==> src/rtl/bfu_params.svh <==
// constants for the bit and flag instruction unit
`ifndef BFU_PARAMS_SVH
`define BFU_PARAMS_SVH

// status flag positions
`define BFU_FLAG_C      3'h0
`define BFU_FLAG_Z      3'h1
`define BFU_FLAG_N      3'h2
`define BFU_FLAG_V      3'h3
`define BFU_FLAG_S      3'h4
`define BFU_FLAG_H      3'h5
`define BFU_FLAG_T      3'h6
`define BFU_FLAG_I      3'h7

// widths, reset values and the plus one for branch targets
`define BFU_PC_W        16
`define BFU_IO_AW       5
`define BFU_STATUS_RST  8'h00
`define BFU_PC_ONE      16'h0001

`endif

==> src/rtl/bfu_pkg.sv <==
// types for the bit and flag instruction unit
package bfu_pkg;

  typedef enum logic [4:0] {
    OP_BRANCH_IRQ_ON          = 5'h00,
    OP_BRANCH_IRQ_OFF         = 5'h01,
    OP_IO_BIT_RAISE           = 5'h02,
    OP_IO_BIT_DROP            = 5'h03,
    OP_LOGICAL_SHIFT_LEFT     = 5'h04,
    OP_LOGICAL_SHIFT_RIGHT    = 5'h05,
    OP_ROTATE_LEFT_VIA_CARRY  = 5'h06,
    OP_ROTATE_RIGHT_VIA_CARRY = 5'h07,
    OP_ARITH_SHIFT_RIGHT      = 5'h08,
    OP_NIBBLE_SWAP            = 5'h09,
    OP_INDEXED_FLAG_RAISE     = 5'h0A,
    OP_INDEXED_FLAG_DROP      = 5'h0B,
    OP_STORE_BIT_TO_T         = 5'h0C,
    OP_LOAD_BIT_FROM_T        = 5'h0D,
    OP_CARRY_RAISE            = 5'h0E,
    OP_CARRY_DROP             = 5'h0F,
    OP_NEGATIVE_RAISE         = 5'h10,
    OP_NEGATIVE_DROP          = 5'h11,
    OP_ZERO_RAISE             = 5'h12,
    OP_ZERO_DROP              = 5'h13,
    OP_GLOBAL_IRQ_ON          = 5'h14,
    OP_GLOBAL_IRQ_OFF         = 5'h15,
    OP_SIGNED_FLAG_RAISE      = 5'h16,
    OP_SIGNED_FLAG_DROP       = 5'h17,
    OP_OVERFLOW_RAISE         = 5'h18,
    OP_OVERFLOW_DROP          = 5'h19,
    OP_T_FLAG_RAISE           = 5'h1A,
    OP_T_FLAG_DROP            = 5'h1B,
    OP_HALF_CARRY_RAISE       = 5'h1C,
    OP_HALF_CARRY_DROP        = 5'h1D
  } bfu_op_e;

  typedef enum logic [2:0] {
    BFU_ST_IDLE = 3'h1,
    BFU_ST_IO   = 3'h2,
    BFU_ST_BR   = 3'h4
  } bfu_state_e;

endpackage : bfu_pkg

==> src/rtl/bfu_core.sv <==
// bit and flag instruction unit: branches on I, io bit ops, shifts, flags
`timescale 1ns/1ns
`include "bfu_params.svh"

module bfu_core (
  // clock and reset
  input  wire logic                    sys_clk,
  input  wire logic                    sys_rst,
  // instruction request
  input  wire logic                    op_valid,
  input  wire bfu_pkg::bfu_op_e        op_code,
  input  wire logic [7:0]              op_reg_val,
  input  wire logic [2:0]              op_bit,
  input  wire logic [`BFU_IO_AW-1:0]   op_io_addr,
  input  wire logic [6:0]              op_offset,
  input  wire logic [`BFU_PC_W-1:0]    pc_now,
  output logic                         op_ready_q,
  output logic                         done_q,
  // register file write back
  output logic                         reg_we_q,
  output logic [7:0]                   reg_wdata_q,
  // io register space
  output logic                         io_rd_q,
  output logic                         io_we_q,
  output logic [`BFU_IO_AW-1:0]        io_addr_q,
  output logic [7:0]                   io_wdata_q,
  input  wire logic [7:0]              io_rdata,
  // program counter
  output logic                         pc_load_q,
  output logic [`BFU_PC_W-1:0]         pc_next_q,
  // status flags
  output logic [7:0]                   status_q
);

  // ----------------------------------------------------------------
  // decode and datapath
  // ----------------------------------------------------------------
  bfu_pkg::bfu_state_e    state_q;
  logic                   accept;
  logic                   is_shift;
  logic                   is_reg_wr;
  logic                   is_io;
  logic                   br_taken;
  logic [7:0]             alu_res;
  logic                   c_new;
  logic                   fl_hit;
  logic [2:0]             fl_idx;
  logic                   fl_val;
  logic [7:0]             status_d;
  logic [`BFU_PC_W-1:0]   br_target;
  logic [`BFU_PC_W-1:0]   br_target_q;
  logic [2:0]             io_bit_q;
  logic                   io_val_q;

  assign accept = op_valid && op_ready_q;
  assign is_io  = (op_code == bfu_pkg::OP_IO_BIT_RAISE) ||
                  (op_code == bfu_pkg::OP_IO_BIT_DROP);
  // offset sign-extended; plus one skips past the branch itself
  assign br_target = pc_now + {{(`BFU_PC_W-7){op_offset[6]}}, op_offset}
                   + `BFU_PC_ONE;

  always_comb begin
    br_taken = 1'b0;
    case (op_code)
      bfu_pkg::OP_BRANCH_IRQ_ON:
        br_taken = status_q[`BFU_FLAG_I];
      bfu_pkg::OP_BRANCH_IRQ_OFF:
        br_taken = !status_q[`BFU_FLAG_I];
      default:                    br_taken = 1'b0;
    endcase
  end

  always_comb begin
    alu_res   = op_reg_val;
    c_new     = status_q[`BFU_FLAG_C];
    is_shift  = 1'b1;
    is_reg_wr = 1'b1;
    case (op_code)
      bfu_pkg::OP_LOGICAL_SHIFT_LEFT:
        {c_new, alu_res} = {op_reg_val, 1'b0};
      bfu_pkg::OP_LOGICAL_SHIFT_RIGHT:
        {alu_res, c_new} = {1'b0, op_reg_val};
      bfu_pkg::OP_ROTATE_LEFT_VIA_CARRY:
        {c_new, alu_res} = {op_reg_val, status_q[`BFU_FLAG_C]};
      bfu_pkg::OP_ROTATE_RIGHT_VIA_CARRY:
        {alu_res, c_new} = {status_q[`BFU_FLAG_C], op_reg_val};
      bfu_pkg::OP_ARITH_SHIFT_RIGHT:
        {alu_res, c_new} = {op_reg_val[7], op_reg_val};
      bfu_pkg::OP_NIBBLE_SWAP: begin
        alu_res  = {op_reg_val[3:0], op_reg_val[7:4]};
        is_shift = 1'b0;
      end
      bfu_pkg::OP_LOAD_BIT_FROM_T: begin
        alu_res[op_bit] = status_q[`BFU_FLAG_T];
        is_shift = 1'b0;
      end
      default: begin
        is_shift  = 1'b0;
        is_reg_wr = 1'b0;
      end
    endcase
  end

  // single flag instructions map onto one index and one value
  always_comb begin
    fl_hit = 1'b1;
    fl_idx = op_bit;
    fl_val = 1'b1;
    case (op_code)
      bfu_pkg::OP_INDEXED_FLAG_RAISE: fl_val = 1'b1;
      bfu_pkg::OP_INDEXED_FLAG_DROP:  fl_val = 1'b0;
      bfu_pkg::OP_STORE_BIT_TO_T: begin
        fl_idx = `BFU_FLAG_T;
        fl_val = op_reg_val[op_bit];
      end
      bfu_pkg::OP_CARRY_RAISE:       {fl_idx, fl_val} = {`BFU_FLAG_C, 1'b1};
      bfu_pkg::OP_CARRY_DROP:        {fl_idx, fl_val} = {`BFU_FLAG_C, 1'b0};
      bfu_pkg::OP_NEGATIVE_RAISE:    {fl_idx, fl_val} = {`BFU_FLAG_N, 1'b1};
      bfu_pkg::OP_NEGATIVE_DROP:     {fl_idx, fl_val} = {`BFU_FLAG_N, 1'b0};
      bfu_pkg::OP_ZERO_RAISE:        {fl_idx, fl_val} = {`BFU_FLAG_Z, 1'b1};
      bfu_pkg::OP_ZERO_DROP:         {fl_idx, fl_val} = {`BFU_FLAG_Z, 1'b0};
      bfu_pkg::OP_GLOBAL_IRQ_ON:     {fl_idx, fl_val} = {`BFU_FLAG_I, 1'b1};
      bfu_pkg::OP_GLOBAL_IRQ_OFF:    {fl_idx, fl_val} = {`BFU_FLAG_I, 1'b0};
      bfu_pkg::OP_SIGNED_FLAG_RAISE: {fl_idx, fl_val} = {`BFU_FLAG_S, 1'b1};
      bfu_pkg::OP_SIGNED_FLAG_DROP:  {fl_idx, fl_val} = {`BFU_FLAG_S, 1'b0};
      bfu_pkg::OP_OVERFLOW_RAISE:
        {fl_idx, fl_val} = {`BFU_FLAG_V, 1'b1};
      bfu_pkg::OP_OVERFLOW_DROP:
        {fl_idx, fl_val} = {`BFU_FLAG_V, 1'b0};
      bfu_pkg::OP_T_FLAG_RAISE:      {fl_idx, fl_val} = {`BFU_FLAG_T, 1'b1};
      bfu_pkg::OP_T_FLAG_DROP:       {fl_idx, fl_val} = {`BFU_FLAG_T, 1'b0};
      bfu_pkg::OP_HALF_CARRY_RAISE:
        {fl_idx, fl_val} = {`BFU_FLAG_H, 1'b1};
      bfu_pkg::OP_HALF_CARRY_DROP:   {fl_idx, fl_val} = {`BFU_FLAG_H, 1'b0};
      default:                       fl_hit = 1'b0;
    endcase
  end

  always_comb begin
    status_d = status_q;
    if (is_shift) begin
      // V is N xor C of the fresh result; S is left alone here
      status_d[`BFU_FLAG_C] = c_new;
      status_d[`BFU_FLAG_Z] = (alu_res == 8'h00);
      status_d[`BFU_FLAG_N] = alu_res[7];
      status_d[`BFU_FLAG_V] = alu_res[7] ^ c_new;
    end else if (fl_hit) begin
      status_d[fl_idx] = fl_val;
    end
  end

  // ----------------------------------------------------------------
  // sequencing
  // ----------------------------------------------------------------
  always_ff @(posedge sys_clk) begin
    if (sys_rst) begin
      state_q    <= bfu_pkg::BFU_ST_IDLE;
      op_ready_q <= 1'b1;
    end else begin
      case (state_q)
        bfu_pkg::BFU_ST_IDLE: begin
          if (accept && is_io) begin
            state_q    <= bfu_pkg::BFU_ST_IO;
            op_ready_q <= 1'b0;
          end else if (accept && br_taken) begin
            state_q    <= bfu_pkg::BFU_ST_BR;
            op_ready_q <= 1'b0;
          end
        end
        bfu_pkg::BFU_ST_IO, bfu_pkg::BFU_ST_BR: begin
          state_q    <= bfu_pkg::BFU_ST_IDLE;
          op_ready_q <= 1'b1;
        end
        default: begin
          state_q    <= bfu_pkg::BFU_ST_IDLE;
          op_ready_q <= 1'b1;
        end
      endcase
    end
  end

  // one-cycle ops finish at the first edge, io and taken branch at the second
  always_ff @(posedge sys_clk) begin
    if (sys_rst) begin
      done_q <= 1'b0;
    end else if (state_q != bfu_pkg::BFU_ST_IDLE) begin
      done_q <= 1'b1;
    end else begin
      done_q <= accept && !is_io && !br_taken;
    end
  end

  // ----------------------------------------------------------------
  // status, register write back, pc
  // ----------------------------------------------------------------
  always_ff @(posedge sys_clk) begin
    if (sys_rst) begin
      status_q <= `BFU_STATUS_RST;
    end else if (accept) begin
      status_q <= status_d;
    end
  end

  always_ff @(posedge sys_clk) begin
    if (sys_rst) begin
      reg_we_q    <= 1'b0;
      reg_wdata_q <= 8'h00;
    end else begin
      reg_we_q <= accept && is_reg_wr;
      if (accept && is_reg_wr) begin
        reg_wdata_q <= alu_res;
      end
    end
  end

  always_ff @(posedge sys_clk) begin
    if (sys_rst) begin
      br_target_q <= '0;
      pc_load_q   <= 1'b0;
      pc_next_q   <= '0;
    end else begin
      pc_load_q <= (state_q == bfu_pkg::BFU_ST_BR);
      if (accept && br_taken) begin
        br_target_q <= br_target;
      end
      if (state_q == bfu_pkg::BFU_ST_BR) begin
        pc_next_q <= br_target_q;
      end
    end
  end

  // ----------------------------------------------------------------
  // io read-modify-write
  // ----------------------------------------------------------------
  // io_rdata must be valid in the cycle io_rd_q is high
  always_ff @(posedge sys_clk) begin
    if (sys_rst) begin
      io_rd_q    <= 1'b0;
      io_we_q    <= 1'b0;
      io_addr_q  <= '0;
      io_wdata_q <= 8'h00;
      io_bit_q   <= 3'h0;
      io_val_q   <= 1'b0;
    end else begin
      io_rd_q <= accept && is_io;
      io_we_q <= (state_q == bfu_pkg::BFU_ST_IO);
      if (accept && is_io) begin
        io_addr_q <= op_io_addr;
        io_bit_q  <= op_bit;
        io_val_q  <= (op_code == bfu_pkg::OP_IO_BIT_RAISE);
      end
      if (state_q == bfu_pkg::BFU_ST_IO) begin
        io_wdata_q <= io_val_q
                    ? (io_rdata | (8'h01 << io_bit_q))
                    : (io_rdata & ~(8'h01 << io_bit_q));
      end
    end
  end

endmodule : bfu_core

==> config.mk <==
export PLATFORM = sky130hd
export DESIGN_NAME = bfu_core
export DESIGN_NICKNAME = d
export VERILOG_FILES = /design/src/rtl/bfu_pkg.sv /design/src/rtl/bfu_core.sv
export VERILOG_INCLUDE_DIRS = /design/src /design/src/rtl
export SDC_FILE = /design/constraint.sdc
export NUM_CORES = 1
export LEC_CHECK = 0
export ABC_AREA = 1
export BUFFER_PORTS_ARGS = -buffer_cell sky130_fd_sc_hd__buf_2
export CORE_AREA = 10 10 129 131
export CTS_BUF_LIST = sky130_fd_sc_hd__clkbuf_8
export DETAILED_ROUTE_END_ITERATION = 8
export DIE_AREA = 0 0 139 141
export GPL_TIMING_DRIVEN = 0
export PLACE_DENSITY = 0.61
export SYNTH_ARGS = -nofsm -noshare
export SYNTH_HDL_FRONTEND = slang
export SYNTH_SLANG_ARGS = --single-unit
==> constraint.sdc <==
create_clock -name sys_clk -period 3 [get_ports sys_clk]
set_clock_uncertainty 0.15 [all_clocks]
set_input_delay 0.45 -clock sys_clk [delete_from_list [all_inputs] [get_ports sys_clk]]
set_output_delay 0.45 -clock sys_clk [all_outputs]
set_load 0.1 [all_outputs]
==> results.tsv <==
stage	metric	value	unit
sta	fin_crit_sh	71.26	%
drt	routed_wl	13450	µm
global_routing	grtUsageMet1	16.10	%
job	maxCapViolCount	0	
setup_path	slowest_delay	0.40	ns
drt	ant_nets	0	
logic_synthesis	yosysWarnings	0	
logic_synthesis	synth_async_sr_flop_share	0	%
sta	finalSetupTns	0	ns
logic_synthesis	syn-num-nets	764	
layout	diodes	0	
setup_path	crit_family	compound AO/OA/AOI/OAI gates	
setup_path	critPathMostFrequentCell	nand2_1	
drt	routedWlPerCell	13.55	µm
power_and_ir_drop	clock_power_share	30.5	%
global_routing	grt-ovfl-total	0	
power_and_ir_drop	pwr-share-comb	25.0	%
power_and_ir_drop	powerDensity	412.1	mW/mm²
setup_path	worstPathMaxFanout	3	
setup_path	critPathLaunchType	primary input	
logic_synthesis	synth.ff_latch_count	73	
drt	drt_iter0_drc	366	
logic_synthesis	synth-simple-area-share	35.36	%
clock_network	numClockSinks	73	
floorplan	die_w	139	µm
sta	hold_ws	0.1624	ns
drt	vias	4655	
logic_synthesis	mappedNetlistArea	0.004547	mm²
min_path	hp-class	primary input to flop	
setup_path	cp_num_buf_inv	4	
floorplan	die_area	0.01960	mm²
logic_synthesis	synthMuxAreaShare	0	%
global_routing	grt_pass1_wl	21600	µm
logic_synthesis	synthesis.instances	693	
logic_synthesis	yosysTopAreaCell	dfxtp_1	
floorplan	core-area	0.01420	mm²
power_and_ir_drop	p_leak	2.732	nW
floorplan	rows	44	
logic_synthesis	yosysMostFrequentCell	nand2_1	
clock_network	clkTransAtPathRegs	0.08	ns
clock_network	cts-root-buf	clkbuf_8	
clock_network	post-cts-setup-buffers	0	
setup_path	cp-end-kind	flop	
sta	slew_viol_final	0	
sta	final-setup-viol-count	0	
clock_network	cts-htree-levels	3	
logic_synthesis	synth-edff-count	0	
power_and_ir_drop	cellInternalPower	0.001471	W
clock_network	clock_path_buffers	2	
logic_synthesis	ys_types	44	
setup_path	arrival	2.23	ns
sta	worst_pin_slew	0.6124	ns
global_routing	met2_usage	22.33	%
logic_synthesis	synth_common_cells	133 x nand2_1, 118 x nor2_1, 73 x dfxtp_1, 67 x inv_1, 57 x o21ai_0	
placement	io_buffers	101	
global_routing	grt_max_degree	13	
sta	grt_setup_unrepaired	false	
floorplan	pin_count	106	
logic_synthesis	synth_top_family_by_area	simple AND/OR/NAND/NOR gates	
global_routing	met3_usage	2.990	%
floorplan	start_util	32.01	%
global_routing	antenna_found_initial	0	
drt	firstDrtPassIters	4	
setup_path	path_class	primary input to flop	
placement	hpwl	10840	µm
power_and_ir_drop	p_seq_share	44.5	%
sta	slew_headroom	59.17	%
power_and_ir_drop	switchingPower	0.0007758	W
floorplan	die_h	141	µm
logic_synthesis	synthXorXnorAreaFrac	1.541	%
logic_synthesis	synth_compound_area_share	17.78	%
sta	min_period	2.138	ns
sta	hold_viol	0	
logic_synthesis	synth_area_leaders	dfxtp_1 32%, nand2_1 11%, nor2_1 9.7%, o21ai_0 6.3%, a21oi_1 5.7%	
layout	area_growth	19.92	%
logic_synthesis	synth_top_area_share	32.14	%
drt	drc	0	
clock_network	clk_latency	0.35	ns
layout	layout-drive-gt1-share	20.89	%
logic_synthesis	ys.flop_type	dfxtp_1	
clock_network	cts_tree	done	
power_and_ir_drop	irDropWorstVdd	232.0	µV
clock_network	numCtsBuffers	9	
sta	max_freq	467.8	MHz
logic_synthesis	seq_area_frac_synth	32.14	%
logic_synthesis	synth_fa_ha_area_share	4.568	%
global_routing	grt.busiest_layer	met2	
setup_path	slowest_stage	a21boi_0	
run_status	run_status	completed	
clock_network	ctsResizeCount	0	
global_routing	grt_use_total	13.12	%
clock_network	holdBufCountCts	0	
drt	vias_per_cell	4.688	
logic_synthesis	avgSynthCellArea	6.561	µm²
setup_path	crit_chain	buf_2, inv_1, ha_1, fa_1, nand3b_1, nand2_1, a21boi_0, inv_1, a21o_1, nand3_1, nand2_1, nand2_1, nand3_1, nand2_1, inv_1	
power_and_ir_drop	p_sw_share	34.52	%
setup_path	cp_data_required_time	3.10	ns
placement	gp_congestion	0.9250	
global_routing	grt_pass1_vias	4363	
layout	final_nets	876	
## cells by family after synthesis
logic type	after synthesis
simple gates	355
compound gates	144
buf+inv	97
flops	73
fa+ha+maj	16
xor+xnor	8
## registers in the layout, summed over array words and instances (netlist names)
name and cells:
br_target_q 16, pc_next_q 16, io_wdata_q 8, reg_wdata_q 8, status_q 8, io_addr_q 5
io_bit_q 3, state_q 3, done_q 1, io_rd_q 1, io_val_q 1, io_we_q 1
pc_load_q 1, reg_we_q 1
## power by group through the flow
stage	registers [W]	logic (W)	clock network (W)
final	0.00100	0.000563	0.000684
after CTS	0.00100	0.000565	0.000707
after detailed placement	0.00102	0.000562	0
after global placement	0.00102	0.000563	0
after floorplan	0.00113	0.000318	0
after global routing	0.00100	0.000626	0.000743
## area by class of cell
type                       instances  area [µm²]
tap                              184       230.2
clock inverter                     5       32.53
buffer                            20       102.6
multi-input combinational        523        2694
clock buffer                      10       137.6
sequential                        73        1461
inverter                          77       289.0
fill                            1606        8751
timing repair buffer             101       505.5
## placed cells by master (no fill, tap or decap), types with 8 or more instances in the layout
cell	instances
inv_1	67
o21ai_1	9
clkbuf_1	9
nand3_1	49
nor3_1	14
ha_1	15
a21oi_1	52
nand2_1	133
nand3_2	8
buf_2	108
o21ai_0	57
clkbuf_8	10
dfxtp_1	73
nor2_1	118
o211ai_1	10
## final timing paths
path | start | slack (ns) | end | cells after the start
max | op_offset[0] | 0.86 | br_target_q[12] | 15
min | op_io_addr[0] | 0.16 | io_addr_q[0] | 3
max reg2reg | state_q[0] | 1.16 | reg_wdata_q[6] | 8
min reg2reg | br_target_q[10] | 0.30 | pc_next_q[10] | 2
## through the flow
stage	setup WS (ns)	util [%]	area [µm²]	std cells	total power [W]
floorplan	0.6479	-	4547	693	0.001446
global placement	0.4764	37.19	5283	978	0.001585
detailed placement	0.4694	37.19	5283	978	0.001585
CTS	0.8328	38.39	5453	993	0.002272
global route	0.5612	38.39	5453	993	0.002371
finish	0.8622	38.39	5453	993	0.002247
## metal layers
metal | wire [µm] | vias up | part of all wire (%)
met5 | 0 | - | 0
met4 | 199 | 0 | 1.5
met3 | 558 | 13 | 4.1
met2 | 6404 | 98 | 48
met1 | 6291 | 2038 | 47
li1 | - | 2506 | -
## worst min-delay path, delay by kind of cell
family	cells	cell delay [ns]
AND/OR/NAND/NOR	2	0.11
buffers and inverters	1	0.07
Note: power is estimated with default switching activity, not from simulation.
